==> src/design/tss_defines.vh <==
// Constants for the tape sense status bank
`ifndef TSS_DEFINES_VH
`define TSS_DEFINES_VH
// Sense byte indices (register address = byte number)
`define TSS_B10 5'h0A
`define TSS_B11 5'h0B
`define TSS_B12 5'h0C
`define TSS_B13 5'h0D
`define TSS_B15 5'h0F
`define TSS_B16 5'h10
`define TSS_B17 5'h11
`define TSS_B18 5'h12
`define TSS_B19 5'h13
`define TSS_B21 5'h15
`define TSS_B22 5'h16
`define TSS_B23 5'h17
// Control register (written by controller logic, not sense data)
`define TSS_CTRL 5'h1F
// Write error thresholds
`define TSS_THR_GCR 8'h60
`define TSS_THR_PE  8'h20
// Gain calibration bucket limits
`define TSS_GC_14 4'hE
`define TSS_GC_12 4'hC
`define TSS_GC_10 4'hA
`define TSS_GC_8  4'h8
// Reset value of sense bytes
`define TSS_ZERO8 8'h00
`endif

==> src/design/tss_count_mem.v <==
// Per-drive write error counter memory with registered read
`timescale 1ns/100ps
`default_nettype none
module tss_count_mem #(
    parameter AW = 3,                  // Drive address width
    parameter DW = 8                   // Counter width
) (
    input  wire          clk,
    input  wire          rst,
    input  wire          we,           // Write enable
    input  wire [AW-1:0] waddr,        // Write drive
    input  wire [DW-1:0] wdata,        // Write value
    input  wire [AW-1:0] raddr,        // Read drive
    output reg  [DW-1:0] rdata         // Registered read data
);
    reg [DW-1:0] mem_q [0:(1<<AW)-1];  // One counter per drive
    integer i;

    // Counters clear on reset so a fresh controller reports zero
    always @(posedge clk or posedge rst) begin
        if (rst) begin
            for (i = 0; i < (1<<AW); i = i + 1) begin
                mem_q[i] <= {DW{1'b0}};
            end
            rdata <= {DW{1'b0}};
        end else begin
            if (we) begin
                mem_q[waddr] <= wdata;
            end
            rdata <= mem_q[raddr];
        end
    end
endmodule // tss_count_mem
`default_nettype wire

==> src/design/tss_sense_bank.v <==
// Extended sense bytes 10..23 of a tape controller
`timescale 1ns/100ps
`default_nettype none
`include "tss_defines.vh"
// Functional notes
// - Byte10 bits0-2: tag handshake failures
// - Byte10 bit3: write saw no block
// - Byte10 bit4: dynamic reversal faults
// - Byte10 bit5: tacho start failure
// - Byte10 bit7: write velocity check
// - Byte10 bit6 always zero
// - Byte11 bit0: overlong block overrun
// - Byte11 bit1: lost position, skip-file
// - Byte11 bit2: abnormal tag-in response
// - Byte11 bit3: local register parity
// - Byte11 bits4,6: microprogram error, trap
// - Byte11 bits5,7: controller, drive ROM parity
// - Byte12 mirrors drive internal state
// - Byte12 bit4: low slice fallback
// - Byte12 bit7: tape mark on spacing
// - Per-drive write error counter, cleared
// - Prime error marker above threshold
// - Bytes15,16: features and serial number
// - Bytes17,18: features and change levels
// - Byte18 gain count buckets, GROUP_CODED_DENSITY only
// - Byte19 reversed device-end map
// - Counter overflow sets overflow flag
module tss_sense_bank #(
    parameter [3:0] CU_ENGINEERING_CHANGE_LEVEL = 4'h0,  // Arbitrary change level value
    parameter       NDRV        = 8      // Drive count
) (
    input  wire        clk,
    input  wire        rst,
    // Register port
    input  wire [4:0]  addr,
    input  wire [7:0]  wdata,
    input  wire        wr,
    input  wire        rd,
    output reg  [7:0]  rdata,
    // Controller event pulses
    input  wire        ev_status_tag_fail,
    input  wire        ev_command_tag_fail,
    input  wire        ev_control_tag_fail,
    input  wire        ev_no_block,
    input  wire        ev_reverse_overrun,
    input  wire        ev_bot_timeout,
    input  wire        ev_tacho_fail,
    input  wire        ev_velocity_fail,
    input  wire        ev_overlong_block,
    input  wire        ev_position_lost,
    input  wire        ev_skip_no_mark,
    input  wire        ev_tag_in_abnormal,
    input  wire        ev_reg_parity,
    input  wire        ev_microprogram_error,
    input  wire        ev_control_unit_rom_parity,
    input  wire        ev_microprogram_trap,
    input  wire        ev_tape_drive_rom_parity,
    input  wire        ev_low_slice,
    input  wire        ev_tape_mark,
    input  wire        ev_write_error,
    input  wire        ev_count_clear,
    input  wire        ev_device_end,
    input  wire [2:0]  ev_device_end_drive,
    input  wire        sense_clear,
    // Drive status levels (already in clock domain)
    input  wire [2:0]  sel_drive,
    input  wire        drv_erase_on,
    input  wire        drv_active,
    input  wire        drv_backward,
    input  wire        drv_write_on,
    input  wire        drv_high_speed,
    input  wire        drv_inner_1600,
    input  wire        drv_group_coded_density,
    input  wire        drv_high_speed_feat,
    input  wire        drv_skip_file_feat,
    input  wire [11:0] drv_serial,
    input  wire [3:0]  drv_engineering_change_level,
    input  wire [35:0] drv_gain_calibration,
    input  wire [7:0]  drv_error_code,
    input  wire [7:0]  fru_hint_a,
    input  wire [7:0]  fru_hint_b,
    input  wire        cu_two_channel_feat,
    input  wire        cu_800_feat,
    // Results
    output reg         marker_prime,
    output reg         count_overflow
);
    reg  [7:0]  b10_q;        // Tag and motion faults
    reg  [7:0]  b11_q;        // Overrun and parity faults
    reg  [1:0]  b12_q;        // Sticky bits 4 and 7 of byte 12
    reg  [7:0]  dev_end_q;    // Device end map by drive number
    reg  [7:0]  cnt_d;        // Next counter value
    reg         cnt_we;       // Counter update
    reg  [7:0]  rd_d;         // Read mux
    wire [7:0]  cnt_rd;       // Selected drive counter
    wire [7:0]  b12_w;
    wire [3:0]  gc_w;
    wire [7:0]  dev_end_rev;
    integer     k;

    // Does any 4-bit track count lie in [lo, lo+1]
    function bucket;
        input [35:0] cnt;
        input [3:0]  lo;
        integer j;
        begin
            bucket = 1'b0;
            for (j = 0; j < 9; j = j + 1) begin
                if (cnt[j*4+1 +: 3] == lo[3:1]) begin
                    bucket = 1'b1;
                end
            end
        end
    endfunction

    // Sticky fault bits; event beats clear in same cycle
    always @(posedge clk or posedge rst) begin
        if (rst) begin
            b10_q <= `TSS_ZERO8;
            b11_q <= `TSS_ZERO8;
            b12_q <= 2'b00;
        end else begin
            b10_q <= (sense_clear ? `TSS_ZERO8 : b10_q) | {
                ev_velocity_fail,
                1'b0,
                ev_tacho_fail,
                ev_reverse_overrun | ev_bot_timeout,
                ev_no_block,
                ev_control_tag_fail,
                ev_command_tag_fail,
                ev_status_tag_fail};
            b11_q <= (sense_clear ? `TSS_ZERO8 : b11_q) | {
                ev_tape_drive_rom_parity,
                ev_microprogram_trap,
                ev_control_unit_rom_parity,
                ev_microprogram_error,
                ev_reg_parity,
                ev_tag_in_abnormal,
                ev_position_lost | ev_skip_no_mark,
                ev_overlong_block | ev_skip_no_mark};
            b12_q <= (sense_clear ? 2'b00 : b12_q) | {ev_tape_mark, ev_low_slice};
        end
    end

    // Device end flags; set wins over drive-selected clear
    always @(posedge clk or posedge rst) begin
        if (rst) begin
            dev_end_q <= `TSS_ZERO8;
        end else begin
            for (k = 0; k < NDRV; k = k + 1) begin
                if (ev_device_end && ev_device_end_drive == k) begin
                    dev_end_q[k] <= 1'b1;
                end else if (sense_clear && sel_drive == k) begin
                    dev_end_q[k] <= 1'b0;
                end
            end
        end
    end

    // Counter update; clear by rewind/unload/read backward wins
    always @* begin
        cnt_we = ev_count_clear | ev_write_error;
        cnt_d  = `TSS_ZERO8;
        if (!ev_count_clear && ev_write_error) begin
            cnt_d = (cnt_rd == 8'hFF) ? cnt_rd : cnt_rd + 8'h01;
        end
    end

    // Counters live in a small memory; read follows selected drive
    tss_count_mem #(.AW(3), .DW(8)) u_mem (
        .clk   (clk),
        .rst   (rst),
        .we    (cnt_we),
        .waddr (sel_drive),
        .wdata (cnt_d),
        .raddr (sel_drive),
        .rdata (cnt_rd)
    );

    // Marker priming and overflow flag
    always @(posedge clk or posedge rst) begin
        if (rst) begin
            marker_prime   <= 1'b0;
            count_overflow <= 1'b0;
        end else begin
            marker_prime <= drv_group_coded_density ? (cnt_rd > `TSS_THR_GCR)
                                                    : (cnt_rd > `TSS_THR_PE);
            if (ev_write_error && !ev_count_clear && cnt_rd == 8'hFF) begin
                count_overflow <= 1'b1;
            end else if (sense_clear || ev_count_clear) begin
                count_overflow <= 1'b0;
            end
        end
    end

    assign b12_w = {b12_q[1], drv_inner_1600, drv_high_speed, b12_q[0],
                    drv_write_on, drv_backward, drv_active, drv_erase_on};
    // Buckets only meaningful in group coded density
    assign gc_w  = drv_group_coded_density ?
                   {bucket(drv_gain_calibration, `TSS_GC_8),
                    bucket(drv_gain_calibration, `TSS_GC_10),
                    bucket(drv_gain_calibration, `TSS_GC_12),
                    bucket(drv_gain_calibration, `TSS_GC_14)} : 4'h0;
    genvar g;
    generate
        for (g = 0; g < 8; g = g + 1) begin : g_rev
            assign dev_end_rev[g] = dev_end_q[7-g];
        end
    endgenerate

    // Read mux; writes are ignored entirely
    always @* begin
        case (addr)
            `TSS_B10: rd_d = b10_q;
            `TSS_B11: rd_d = b11_q;
            `TSS_B12: rd_d = b12_w;
            `TSS_B13: rd_d = cnt_rd;
            `TSS_B15: rd_d = {drv_serial[11:8], 2'b00, drv_skip_file_feat, drv_high_speed_feat};
            `TSS_B16: rd_d = drv_serial[7:0];
            `TSS_B17: rd_d = {CU_ENGINEERING_CHANGE_LEVEL, 2'b00, cu_800_feat, cu_two_channel_feat};
            `TSS_B18: rd_d = {drv_engineering_change_level, gc_w};
            `TSS_B19: rd_d = dev_end_rev;
            `TSS_B21: rd_d = drv_error_code;
            `TSS_B22: rd_d = fru_hint_a;
            `TSS_B23: rd_d = fru_hint_b;
            default:  rd_d = `TSS_ZERO8;
        endcase
    end

    // Read data valid only in the cycle after a read
    always @(posedge clk or posedge rst) begin
        if (rst) begin
            rdata <= `TSS_ZERO8;
        end else begin
            rdata <= rd ? rd_d : `TSS_ZERO8;
        end
    end
endmodule // tss_sense_bank
`default_nettype wire

==> config.mk <==
export PLATFORM = sky130hd
export DESIGN_NAME = tss_sense_bank
export DESIGN_NICKNAME = d
export VERILOG_FILES = /design/src/design/tss_count_mem.v /design/src/design/tss_sense_bank.v
export VERILOG_INCLUDE_DIRS = /design/src /design/src/design
export SDC_FILE = /design/constraint.sdc
export NUM_CORES = 1
export LEC_CHECK = 0
export ABC_AREA = 1
export BUFFER_PORTS_ARGS = -buffer_cell sky130_fd_sc_hd__buf_2
export CAP_MARGIN = 20
export CORE_MARGIN = 2
export CORE_UTILIZATION = 58
export DETAILED_ROUTE_END_ITERATION = 8
export GPL_TIMING_DRIVEN = 0
export PLACE_DENSITY = 0.86
export SYNTH_ARGS = -nofsm -noshare
export SYNTH_HDL_FRONTEND = slang
export SYNTH_SLANG_ARGS = --single-unit
==> constraint.sdc <==
create_clock -name clk -period 8.6 [get_ports clk]
set_clock_uncertainty 0.05 [all_clocks]
set_input_delay 1.29 -clock clk [delete_from_list [all_inputs] [get_ports clk]]
set_output_delay 1.29 -clock clk [all_outputs]
set_load 0.005 [all_outputs]
# [Yosys cells after proc, flatten, opt, wreduce, memory -nomap -nowiden]
# Index checks and enable logic that the tools add are counted.
# Widths: inputs -> output; s select.
[word_totals] regBits=108 latch_bits=0 mem_bits_rw=0 romBits=0 inputBits=133 output_inout_bits=10 word_cells=200 n_memories=0
[op_classes] n_addsub=1 multipliers=0 div_mod_pow=0 magnitude_cmp=4 eq_ne=63 shifts=0 mux=69 bitwise_logic=8 reduce_logical=32
[ops] op="$eq 3x3->1 const B" count=44
[ops] op="$pmux 8 s12" count=1
[ops] op="$bwmux 64" count=1
[ops] op="$mux 8" count=8
[ops] op="$mux 1" count=55
[ops] op="$eq 5x5->1 const B" count=7
[ops] op="$eq 5x4->1 const B" count=5
[ops] op="$bmux 8 s3" count=1
[ops] op="$demux 8 s3" count=1
[ops] op="$logic_and 1x1->1" count=19
[ops] op="$reduce_bool 2->1" count=9
[ops] op="$or 8x8->8" count=2
[ops] op="$eq 3x2->1 const B" count=4
[ops] op="$add 8x1->8 const B" count=1
[ops] op="$eq 8x8->1 const B" count=1
[ops] op="$gt 8x6->1 const B" count=1
[ops] op="$gt 8x7->1 const B" count=1
[ops] op="$eq 3x1->1 const B" count=2
[ops] op="$logic_not 3->1" count=2
[ops] op="$ge 4x4->1 const B" count=1
[ops] op="$lt 4x1->1 const B" count=1
[ops] op="$mux 4" count=1
[ops] op="$not 3->4" count=1
[ops] op="$or 1x1->1" count=4
[ops] op="other kinds (4)" count=4

# [Depth between registers and ports, before layout]
# Gate-level depths: netlist of the first run.
[logic_depth] depth_word=13 ltp_mapped=10 ltp_nobuf=10

# [Hierarchy]
# From an unflattened synthesis of the first run, not the netlist that was laid out.
[unflattened] cells_unflattened=883 hier_area_um2=6074.6
[by_module_without_submodules] module="tss_count_mem" n_inst=1 cells_each=448 area_each_um2=3394.5 seq_area_each_um2=1801.7
[by_module_without_submodules] module="tss_sense_bank" n_inst=1 cells_each=435 area_each_um2=2680.1 seq_area_each_um2=875.8

# [Worst setup path after synthesis of the first run]
# No wires, ideal clock.
[synth_timing] path_type="input to register" startpoint="input port addr[4]" endpoint="register rdata[0]" setup_time_ps=71 t_arrival_ps=2173 t_required_ps=8479 slack_ps=6306 cell_stages=10 n_path_buf=1 path_cell_list="buf_4 -> inv_2 -> nand3_1 -> nor2_2 -> nand2_1 -> nand2_1 -> nor2_1 -> nand3_1 -> nor2_1 -> nor2_1"
[synth_between] elab_chain_len=3 word_cells_on_any_way=14 classes_between="eq/ne (12); mux (2)"
[synth_rtl] item="start: declaration" line="tss_sense_bank.v:35" text="input wire [4:0] addr,"
[synth_rtl] item="$eq 5x5->1 or $eq 5x4->1 (tied branches)" line="tss_sense_bank.v:213" text="case (addr)"
[synth_rtl] item="$pmux 8 s12 (*)" line="tss_sense_bank.v:213"
[synth_rtl] item="$mux 8 (no source line) (*)"
[synth_rtl] item="end signal: assignment" line="tss_sense_bank.v:233" text="rdata <= `TSS_ZERO8;"
[synth_rtl] item="end signal: assignment" line="tss_sense_bank.v:235" text="rdata <= rd ? rd_d : `TSS_ZERO8;"
[synth_rtl] item="end: declaration" line="tss_sense_bank.v:39" text="output reg [7:0] rdata,"
# Mark *: on every way between the ends. The rest lies on a longest branch, timed or not.
# A chain may end at the register's enable or synchronous reset.

# [Final worst setup path of the first run]
[layout_timing] startpoint="input port ev_write_error" endpoint="register u_mem.mem_q[60] (netlist bit)"
[layout_between] elab_chain_len=3 word_cells_on_any_way=4 classes_between="mux (2); bitwise (1); reduce/logical (1)"
[layout_rtl] item="start: declaration" line="tss_sense_bank.v:60" text="input wire ev_write_error,"
[layout_rtl] item="$logic_and 1x1->1" line="tss_sense_bank.v:164" text="if (!ev_count_clear && ev_write_error) begin"
[layout_rtl] item="$mux 8" line="tss_sense_bank.v:164"
[layout_rtl] item="$bwmux 64" line="tss_count_mem.v:28" text="mem_q[waddr] <= wdata;"
[layout_rtl] item="end signal: indexed assignment" line="tss_count_mem.v:23" text="mem_q[i] <= {DW{1'b0}};"
[layout_rtl] item="end signal: indexed assignment" line="tss_count_mem.v:28"
[layout_rtl] item="end: declaration" line="tss_count_mem.v:16" text="reg [DW-1:0] mem_q [0:(1<<AW)-1];"
# Parallel ways exist; a longest one is shown, timed or not.

==> results by group, run 1 <==
Status
  • Status: completed

Worst setup path
  • WP data arrival: 2.70 ns
  • Critical path origin: ev_write_error
  • Crit path max fanout: 10
  • Crit Reg-Reg Startpoint: u_mem.rdata[0]
  • Critical path data required time: 8.85 ns
  • Critical Path Start Type: primary input
  • CP Class: primary input to register
  • Crit path capture type: register

CTS
  • Root Driver: clkbuf_8
  • Htree depth: 3
  • Clock Latency Late Sink: 0.38 ns
  • Clock Sinks: 107
  • Hold Buf Count CTS: 0
  • CTS Buf Count: 9
  • Clock slew at reported path FFs: 0.11 ns
  • Post-CTS setup buffer count: 0
  • Worst-case clock buffer depth: 2
  • Resized Gates After CTS: 0
  • CTS tree: yes

Placement
  • Gp weighted congestion: 1.01
  • Post-DP HPWL: 12,700 um
  • I/O Buffers: 123

Global route
  • Vias in the first global route: 5,353
  • First-pass GRT wire length: 25,800 um
  • Met2 Use GR: 0.552
  • Met3 GRT Util: 0.0597
  • Largest net degree at the start of global routing: 59
  • Total track usage: 0.319
  • Antenna violations before repair: 0
  • Top Usage Layer GRT: met2
  • GRT overflow: 0
  • Routing usage on met1: 0.390

Timing
  • Setup-failing EPs final: 0
  • Worst-margin pin slew: 0.746 ns
  • Final Max Tran Viols: 0
  • F_max: 408 MHz
  • Setup_tns: 0 ns
  • Slew margin rel.: 0.500
  • Tcrit/Tclk final: 0.285
  • Final Hold Viols: 0
  • Hold_ws: 0.440 ns
  • RSZ-0062 raised after global routing: false
  • Fin crit period: 2.45 ns

Floorplan
  • Die H: 103 um
  • Placeable Area: 9640 sq um
  • Initial core utilization: 0.591
  • # IOs: 143
  • Die W: 103 um
  • Die area: 10,600 sq um
  • Row count: 36

Route
  • DR WL/cell: 16.3 um
  • Detail Route Antenna Nets: 0
  • Initial DRC Count: 376
  • Routed wire length: 16,600 um
  • Pre-Repair DR Iteration Count: 5
  • Vias per inst: 5.68
  • DRC errors left: 0
  • Via count: 5,777

Synthesis
  • Synth unique cells: 37
  • Post-Syn Nets: 879
  • Avg Cell Area, Syn: 7.66 sq um
  • Synth Warn #: 0
  • Yosys reg bits: 107
  • Synth Cell Area: 5700 sq um
  • Register area share after synthesis: 0.470
  • Cells after synthesis: 744

Power
  • Seq pwr share: 0.526
  • P_leak: 3.48 nW
  • Net load switching power: 320 uW
  • Clock power frac: 0.321
  • Int Power: 747 uW
  • Peak VDD IR: 163 uV
  • Combinational share of power: 0.153
  • Sw frac: 0.300
  • PD cells: 158 nW/um^2

Final layout
  • Layout area overhead: 18.3%
  • Final #Nets: 1,014
  • Most common cell after layout, fill and taps aside: nand2_1
  • Layout cells sized above 1: 0.208
  • # diodes: 0
  • Most frequent cells in the layout: nand2_1, buf_2, dfrtp_1

Min path
  • Hold Path Class: register to register
  • Worst hold start: b10_q[3]

Flow run
  • Maxcap violations: 0
==> state kept, by name, indices dropped and copies added, names as in the netlist <==
signal,cells
count_overflow,1
b10_q,7
dev_end_q,8
u_mem.rdata,8
u_mem.mem_q,64
marker_prime,1
b11_q,8
b12_q,2
rdata,8
==> power groups by stage <==
stage | logic, mW | registers, mW | clock network, mW
2_1_floorplan | 0.0939 | 0.564 | 0
3_3_place_gp | 0.155 | 0.568 | 0
3_5_place_dp | 0.161 | 0.570 | 0
4_1_cts | 0.163 | 0.560 | 0.347
5_1_grt | 0.183 | 0.565 | 0.369
6_report | 0.164 | 0.561 | 0.343
==> kinds of logic (layout without fill, tap and decap cells) <==
kind of cell	count (synthesis)	after routing	share of synthesized area
DFF	107	107	0.470
buffers and inverters	86	226	0.0652
AOI/OAI and AO/OA	140	140	0.151
and+or+nand+nor	409	409	0.310
adders and majority gates	2	2	0.00439
==> cell usage after synthesis <==
cell        n  area, sq um
buf_4       4         30.0
nand3_1    66          330
o21a_1      1         7.51
nor2_8      1         20.0
o21bai_1    2         15.0
inv_1      58          218
o21ai_2     2         17.5
nand4_1    14         87.6
nor3_2      1         10.0
a32oi_1     1         8.76
ha_1        2         25.0
o21ai_0    38          190
dfrtp_1   107         2680
a41oi_2     2         32.5
nor2_4      1         11.3
nor2_1     71          267
and3_1      1         6.26
clkbuf_1    2         7.51
a21oi_1    12         60.1
nor2_2      2         12.5
inv_2      10         37.5
a22oi_1    12         90.1
nand3b_1    1         7.51
nand3_2     6         60.1
a41oi_1     2         17.5
buf_6       3         33.8
a22o_1      4         35.0
a221oi_1    4         35.0
nand2_1   238          893
a21o_1     13         97.6
nand3_4     2         35.0
o211ai_1    1         7.51
buf_2       9         45.0
o21ai_1    42          210
o32ai_1     1         8.76
a211o_1     3         26.3
nor3_1      5         25.0
==> final timing paths <==
check,endpoint,slack (ns),cells past startpoint
worst max register to register,u_mem.mem_q[46],6.58,7
worst max-delay path,u_mem.mem_q[60],6.15,7
worst min register to register,b10_q[3],0.44,1
worst min-delay path,b10_q[3],0.44,1
max in group asynchronous,count_overflow,6.86,3
min in group asynchronous,u_mem.mem_q[44],0.93,2
==> worst max-delay path, stage by stage <==
cell and delay (ns):
buf_2 0.10, nor2_1 0.36, inv_2 0.21, nand3_1 0.27, buf_2 0.29, nand2_1 0.09
o21ai_0 0.09
==> per-layer routing <==
metal / wire length (um) / share of wire
met1: 6580 / 0.40
met4: 584 / 0.035
met5: 0 / 0
met3: 1310 / 0.079
met2: 8090 / 0.49
==> area by class of cell <==
class                   instances  area [sq um]
plain buffers                  18           116
well taps                     133           166
inverters                      68           258
flip-flops and latches        107          2680
clock buffers                   9           124
multi-input cells             551          2650
repair buffers                124           643
fillers                       829          2900
clock inverters                 7           108
==> per-stage QoR <==
stage / utilization / cells / area [sq um] / setup slack, ns / power, mW
floorplan: - / 744 / 5700 / 4.44 / 0.658
global placement: 0.672 / 1000 / 6480 / 3.41 / 0.723
detailed placement: 0.675 / 1001 / 6510 / 5.76 / 0.731
CTS: 0.700 / 1017 / 6740 / 6.17 / 1.07
global route: 0.700 / 1017 / 6740 / 6.03 / 1.12
finish: 0.700 / 1017 / 6740 / 6.15 / 1.07
(Power assumes the default switching activity.)
==> run 2: changes to the inputs <==
--- a/config.mk
+++ b/config.mk
@@ -6,14 +6,14 @@
 export SDC_FILE = /design/constraint.sdc
 export NUM_CORES = 1
 export LEC_CHECK = 0
-export ABC_AREA = 1
+export ABC_AREA = 0
 export BUFFER_PORTS_ARGS = -buffer_cell sky130_fd_sc_hd__buf_2
 export CAP_MARGIN = 20
 export CORE_MARGIN = 2
-export CORE_UTILIZATION = 58
+export CORE_UTILIZATION = 54
 export DETAILED_ROUTE_END_ITERATION = 8
 export GPL_TIMING_DRIVEN = 0
-export PLACE_DENSITY = 0.86
+export PLACE_DENSITY = 0.81
 export SYNTH_ARGS = -nofsm -noshare
 export SYNTH_HDL_FRONTEND = slang
 export SYNTH_SLANG_ARGS = --single-unit
==> constraint.sdc (replaced) <==
create_clock -name clk -period 2.4 [get_ports clk]
set_clock_uncertainty 0.05 [all_clocks]
set_input_delay 0.36 -clock clk [delete_from_list [all_inputs] [get_ports clk]]
set_output_delay 0.36 -clock clk [all_outputs]
set_load 0.005 [all_outputs]
==> run 2 against run 1 <==
Compared with the run above:
- register-to-register slack got worse by 6.3 ns
- sequential cell count unchanged
- first-iteration DRC count is 29% higher
- area after synthesis rose by 0.13%
- combinational power increased to 3.5 times the previous value
- non-clock buffer count rose by 7
- hold slack worse by 0.39 ns
- largest cell class is now multi-input gates
- design area increased by 0.39%
==> results by group, run 2 <==
Status
  • Status: completed

Timing
  • Setup_tns: 0 ns
  • Worst-margin pin slew: 0.876 ns
  • Hold_ws: 0.0490 ns
  • Setup-failing EPs final: 0
  • Fin crit period: 2.10 ns
  • Final Hold Viols: 0
  • Tcrit/Tclk final: 0.876
  • RSZ-0062 raised after global routing: false
  • Slew margin rel.: 0.415
  • F_max: 476 MHz
  • Final Max Tran Viols: 0

Synthesis
  • Top-count cell post-synth: dfrtp_1
  • Avg Cell Area, Syn: 10.8 sq um
  • Most frequent cells after synthesis: dfrtp_1, nand2_1, o21ai_0
  • Post-synth top area share: 0.469
  • Synth unique cells: 64
  • Area leader, netlist: dfrtp_1
  • FFs w/ async S/R, synth: 1.00
  • Post-synth EDFFs: 0
  • Synth Cell Area: 5710 sq um
  • Synth Warn #: 0
  • Cells after synthesis: 528
  • Post-Syn Nets: 663
  • Synth Flop Type: dfrtp_1
  • Yosys reg bits: 107
  • Register area share after synthesis: 0.469
  • Area contributors post-synth: dfrtp_1, mux4_2, mux2_2

Floorplan
  • Row count: 37
  • # IOs: 143
  • Initial core utilization: 0.555
  • Die area: 11,400 sq um
  • Die W: 107 um
  • Die H: 107 um
  • Placeable Area: 10,300 sq um

Route
  • Initial DRC Count: 485
  • DR WL/cell: 20.2 um
  • Pre-Repair DR Iteration Count: 5
  • Vias per inst: 6.13
  • Detail Route Antenna Nets: 0
  • Via count: 4,924
  • DRC errors left: 0
  • Routed wire length: 16,300 um

CTS
  • Clock Latency Late Sink: 0.37 ns
  • Clock slew at reported path FFs: 0.10 ns
  • CTS tree: yes
  • CTS Buf Count: 9
  • Clock Sinks: 107
  • Hold Buf Count CTS: 0
  • Resized Gates After CTS: 0
  • Post-CTS setup buffer count: 0
  • Htree depth: 3
  • Root Driver: clkbuf_8
  • Worst-case clock buffer depth: 2

Power
  • P_leak: 3.06 nW
  • Combinational share of power: 0.150
  • Seq pwr share: 0.508
  • Peak VDD IR: 445 uV
  • PD cells: 569 nW/um^2
  • Net load switching power: 1.01 mW
  • Clock power frac: 0.342
  • Sw frac: 0.262
  • Int Power: 2.84 mW

Worst setup path
  • CP Class: register to register
  • Worst Path Buf+Inv: 1
  • Critical Path Slowest Stage Cell: o211ai_1
  • Critical Path Start Type: register
  • WP data arrival: 2.27 ns
  • Critical path data required time: 2.57 ns
  • Crit path max fanout: 9
  • Crit path capture type: register
  • Crit-path max cell delay: 0.55 ns
  • Delay-heaviest family, CP: compound AO/OA/AOI/OAI gates
  • Critical Path, Cell by Cell: ha_1 > buf_8 > and3_2 > o211ai_1 > o21ai_0

Final layout
  • Max FFs per register: 64
  • Most flops, register: u_mem.mem_q
  • Final Instance Area: 6770 sq um
  • Layout area overhead: 18.6%
  • Layout cells sized above 1: 0.311
  • Most frequent cells in the layout: buf_2, dfrtp_1, nand2_1
  • Final #Nets: 796
  • Most common cell after layout, fill and taps aside: buf_2

Placement
  • Gp weighted congestion: 0.964
  • I/O Buffers: 120
  • Placed cell area: 6520 sq um
  • Post-DP HPWL: 12,500 um

Global route
  • Total track usage: 0.295
  • GRT overflow: 0
  • First-pass GRT wire length: 25,700 um
  • Vias in the first global route: 4,836
  • Largest net degree at the start of global routing: 42
  • Antenna violations before repair: 2

Min path
  • Hold Path Class: primary input to async pin

Flow run
  • Maxcap violations: 0
## run 2: changes by cell type after synthesis, sizes merged, moves of 13 or more
| cell | previous run | this run |
|---|---|---|
| inv | 68 | 10 |
| mux2 | 0 | 24 |
| mux4 | 0 | 16 |
| nand2 | 238 | 71 |
| nand2b | 0 | 13 |
| nand3 | 74 | 16 |
| nor2 | 75 | 22 |
| o21ai | 82 | 48 |
## run 2: final timing paths
| path | start | endpoint | slack (ns) | cells past startpoint |
|---|---|---|---|---|
| worst max-delay path | u_mem.rdata[1] | u_mem.mem_q[52] | 0.30 | 5 |
| worst min-delay path | rst | b11_q[5] | 0.05 | 2 |
| worst max register to register | u_mem.rdata[1] | u_mem.mem_q[52] | 0.30 | 5 |
| worst min register to register | u_mem.mem_q[20] | u_mem.mem_q[20] | 0.43 | 2 |
| max in group asynchronous | rst | count_overflow | 1.37 | 4 |
| min in group clk | ev_microprogram_error | b11_q[4] | 0.12 | 2 |
## run 2: cells by family (layout without fill, tap and decap cells)
kind of cell,count (synthesis),after routing,synth area share
buf+inv,38,175,0.0344
other cells,0,2,0
flops,107,107,0.469
mux,51,51,0.132
simple gates,178,178,0.170
compound gates,150,150,0.184
xor+xnor,2,2,0.00636
fa+ha+maj,2,2,0.00438
## run 2: routing by layer
| metal | GRT usage | routed length (um) | share of wire |
|---|---|---|---|
| met2 | 0.492 | 8000 | 0.49 |
| met3 | 0.0511 | 1180 | 0.073 |
| met5 | 0 | 0 | 0 |
| met1 | 0.401 | 6710 | 0.41 |
| met4 | 0.0807 | 368 | 0.023 |
## run 2: cell type report
cell class                      count  area, sq um
Buffer                             27          155
Timing Repair Buffer              122          641
Fill cell                         846         3510
Tap cell                          136          170
Multi-Input combinational cell    383         2830
Clock inverter                      6          119
Inverter                           11         45.0
Clock buffer                        9          124
Antenna cell                        2         5.00
Sequential cell                   107         2680
## run 2: power by group through the flow
| stage | combinational [mW] | clock [mW] | sequential (mW) |
|---|---|---|---|
| finish | 0.576 | 1.32 | 1.96 |
| global route | 0.633 | 1.42 | 1.97 |
| CTS | 0.574 | 1.34 | 1.95 |
| detailed placement | 0.570 | 0 | 1.99 |
| global placement | 0.544 | 0 | 1.99 |
| floorplan | 0.343 | 0 | 1.97 |
## run 2: worst register-to-register path, cell delays in order, from the launching register on
cell and delay, ns:
dfrtp_1 0.51, ha_1 0.27, buf_8 0.15, and3_2 0.21, o211ai_1 0.55, o21ai_0 0.21
## run 2: metrics by stage
| step | power [mW] | util | std cells | worst slack, ns |
|---|---|---|---|---|
| final | 3.85 | 0.659 | 803 | 0.298 |
| after global placement | 2.53 | 0.631 | 784 | 0.115 |
| after floorplan | 2.31 | - | 528 | 0.702 |
| after CTS | 3.87 | 0.658 | 801 | 0.322 |
| after detailed placement | 2.56 | 0.635 | 786 | 0.252 |
| after global routing | 4.01 | 0.659 | 803 | 0.178 |
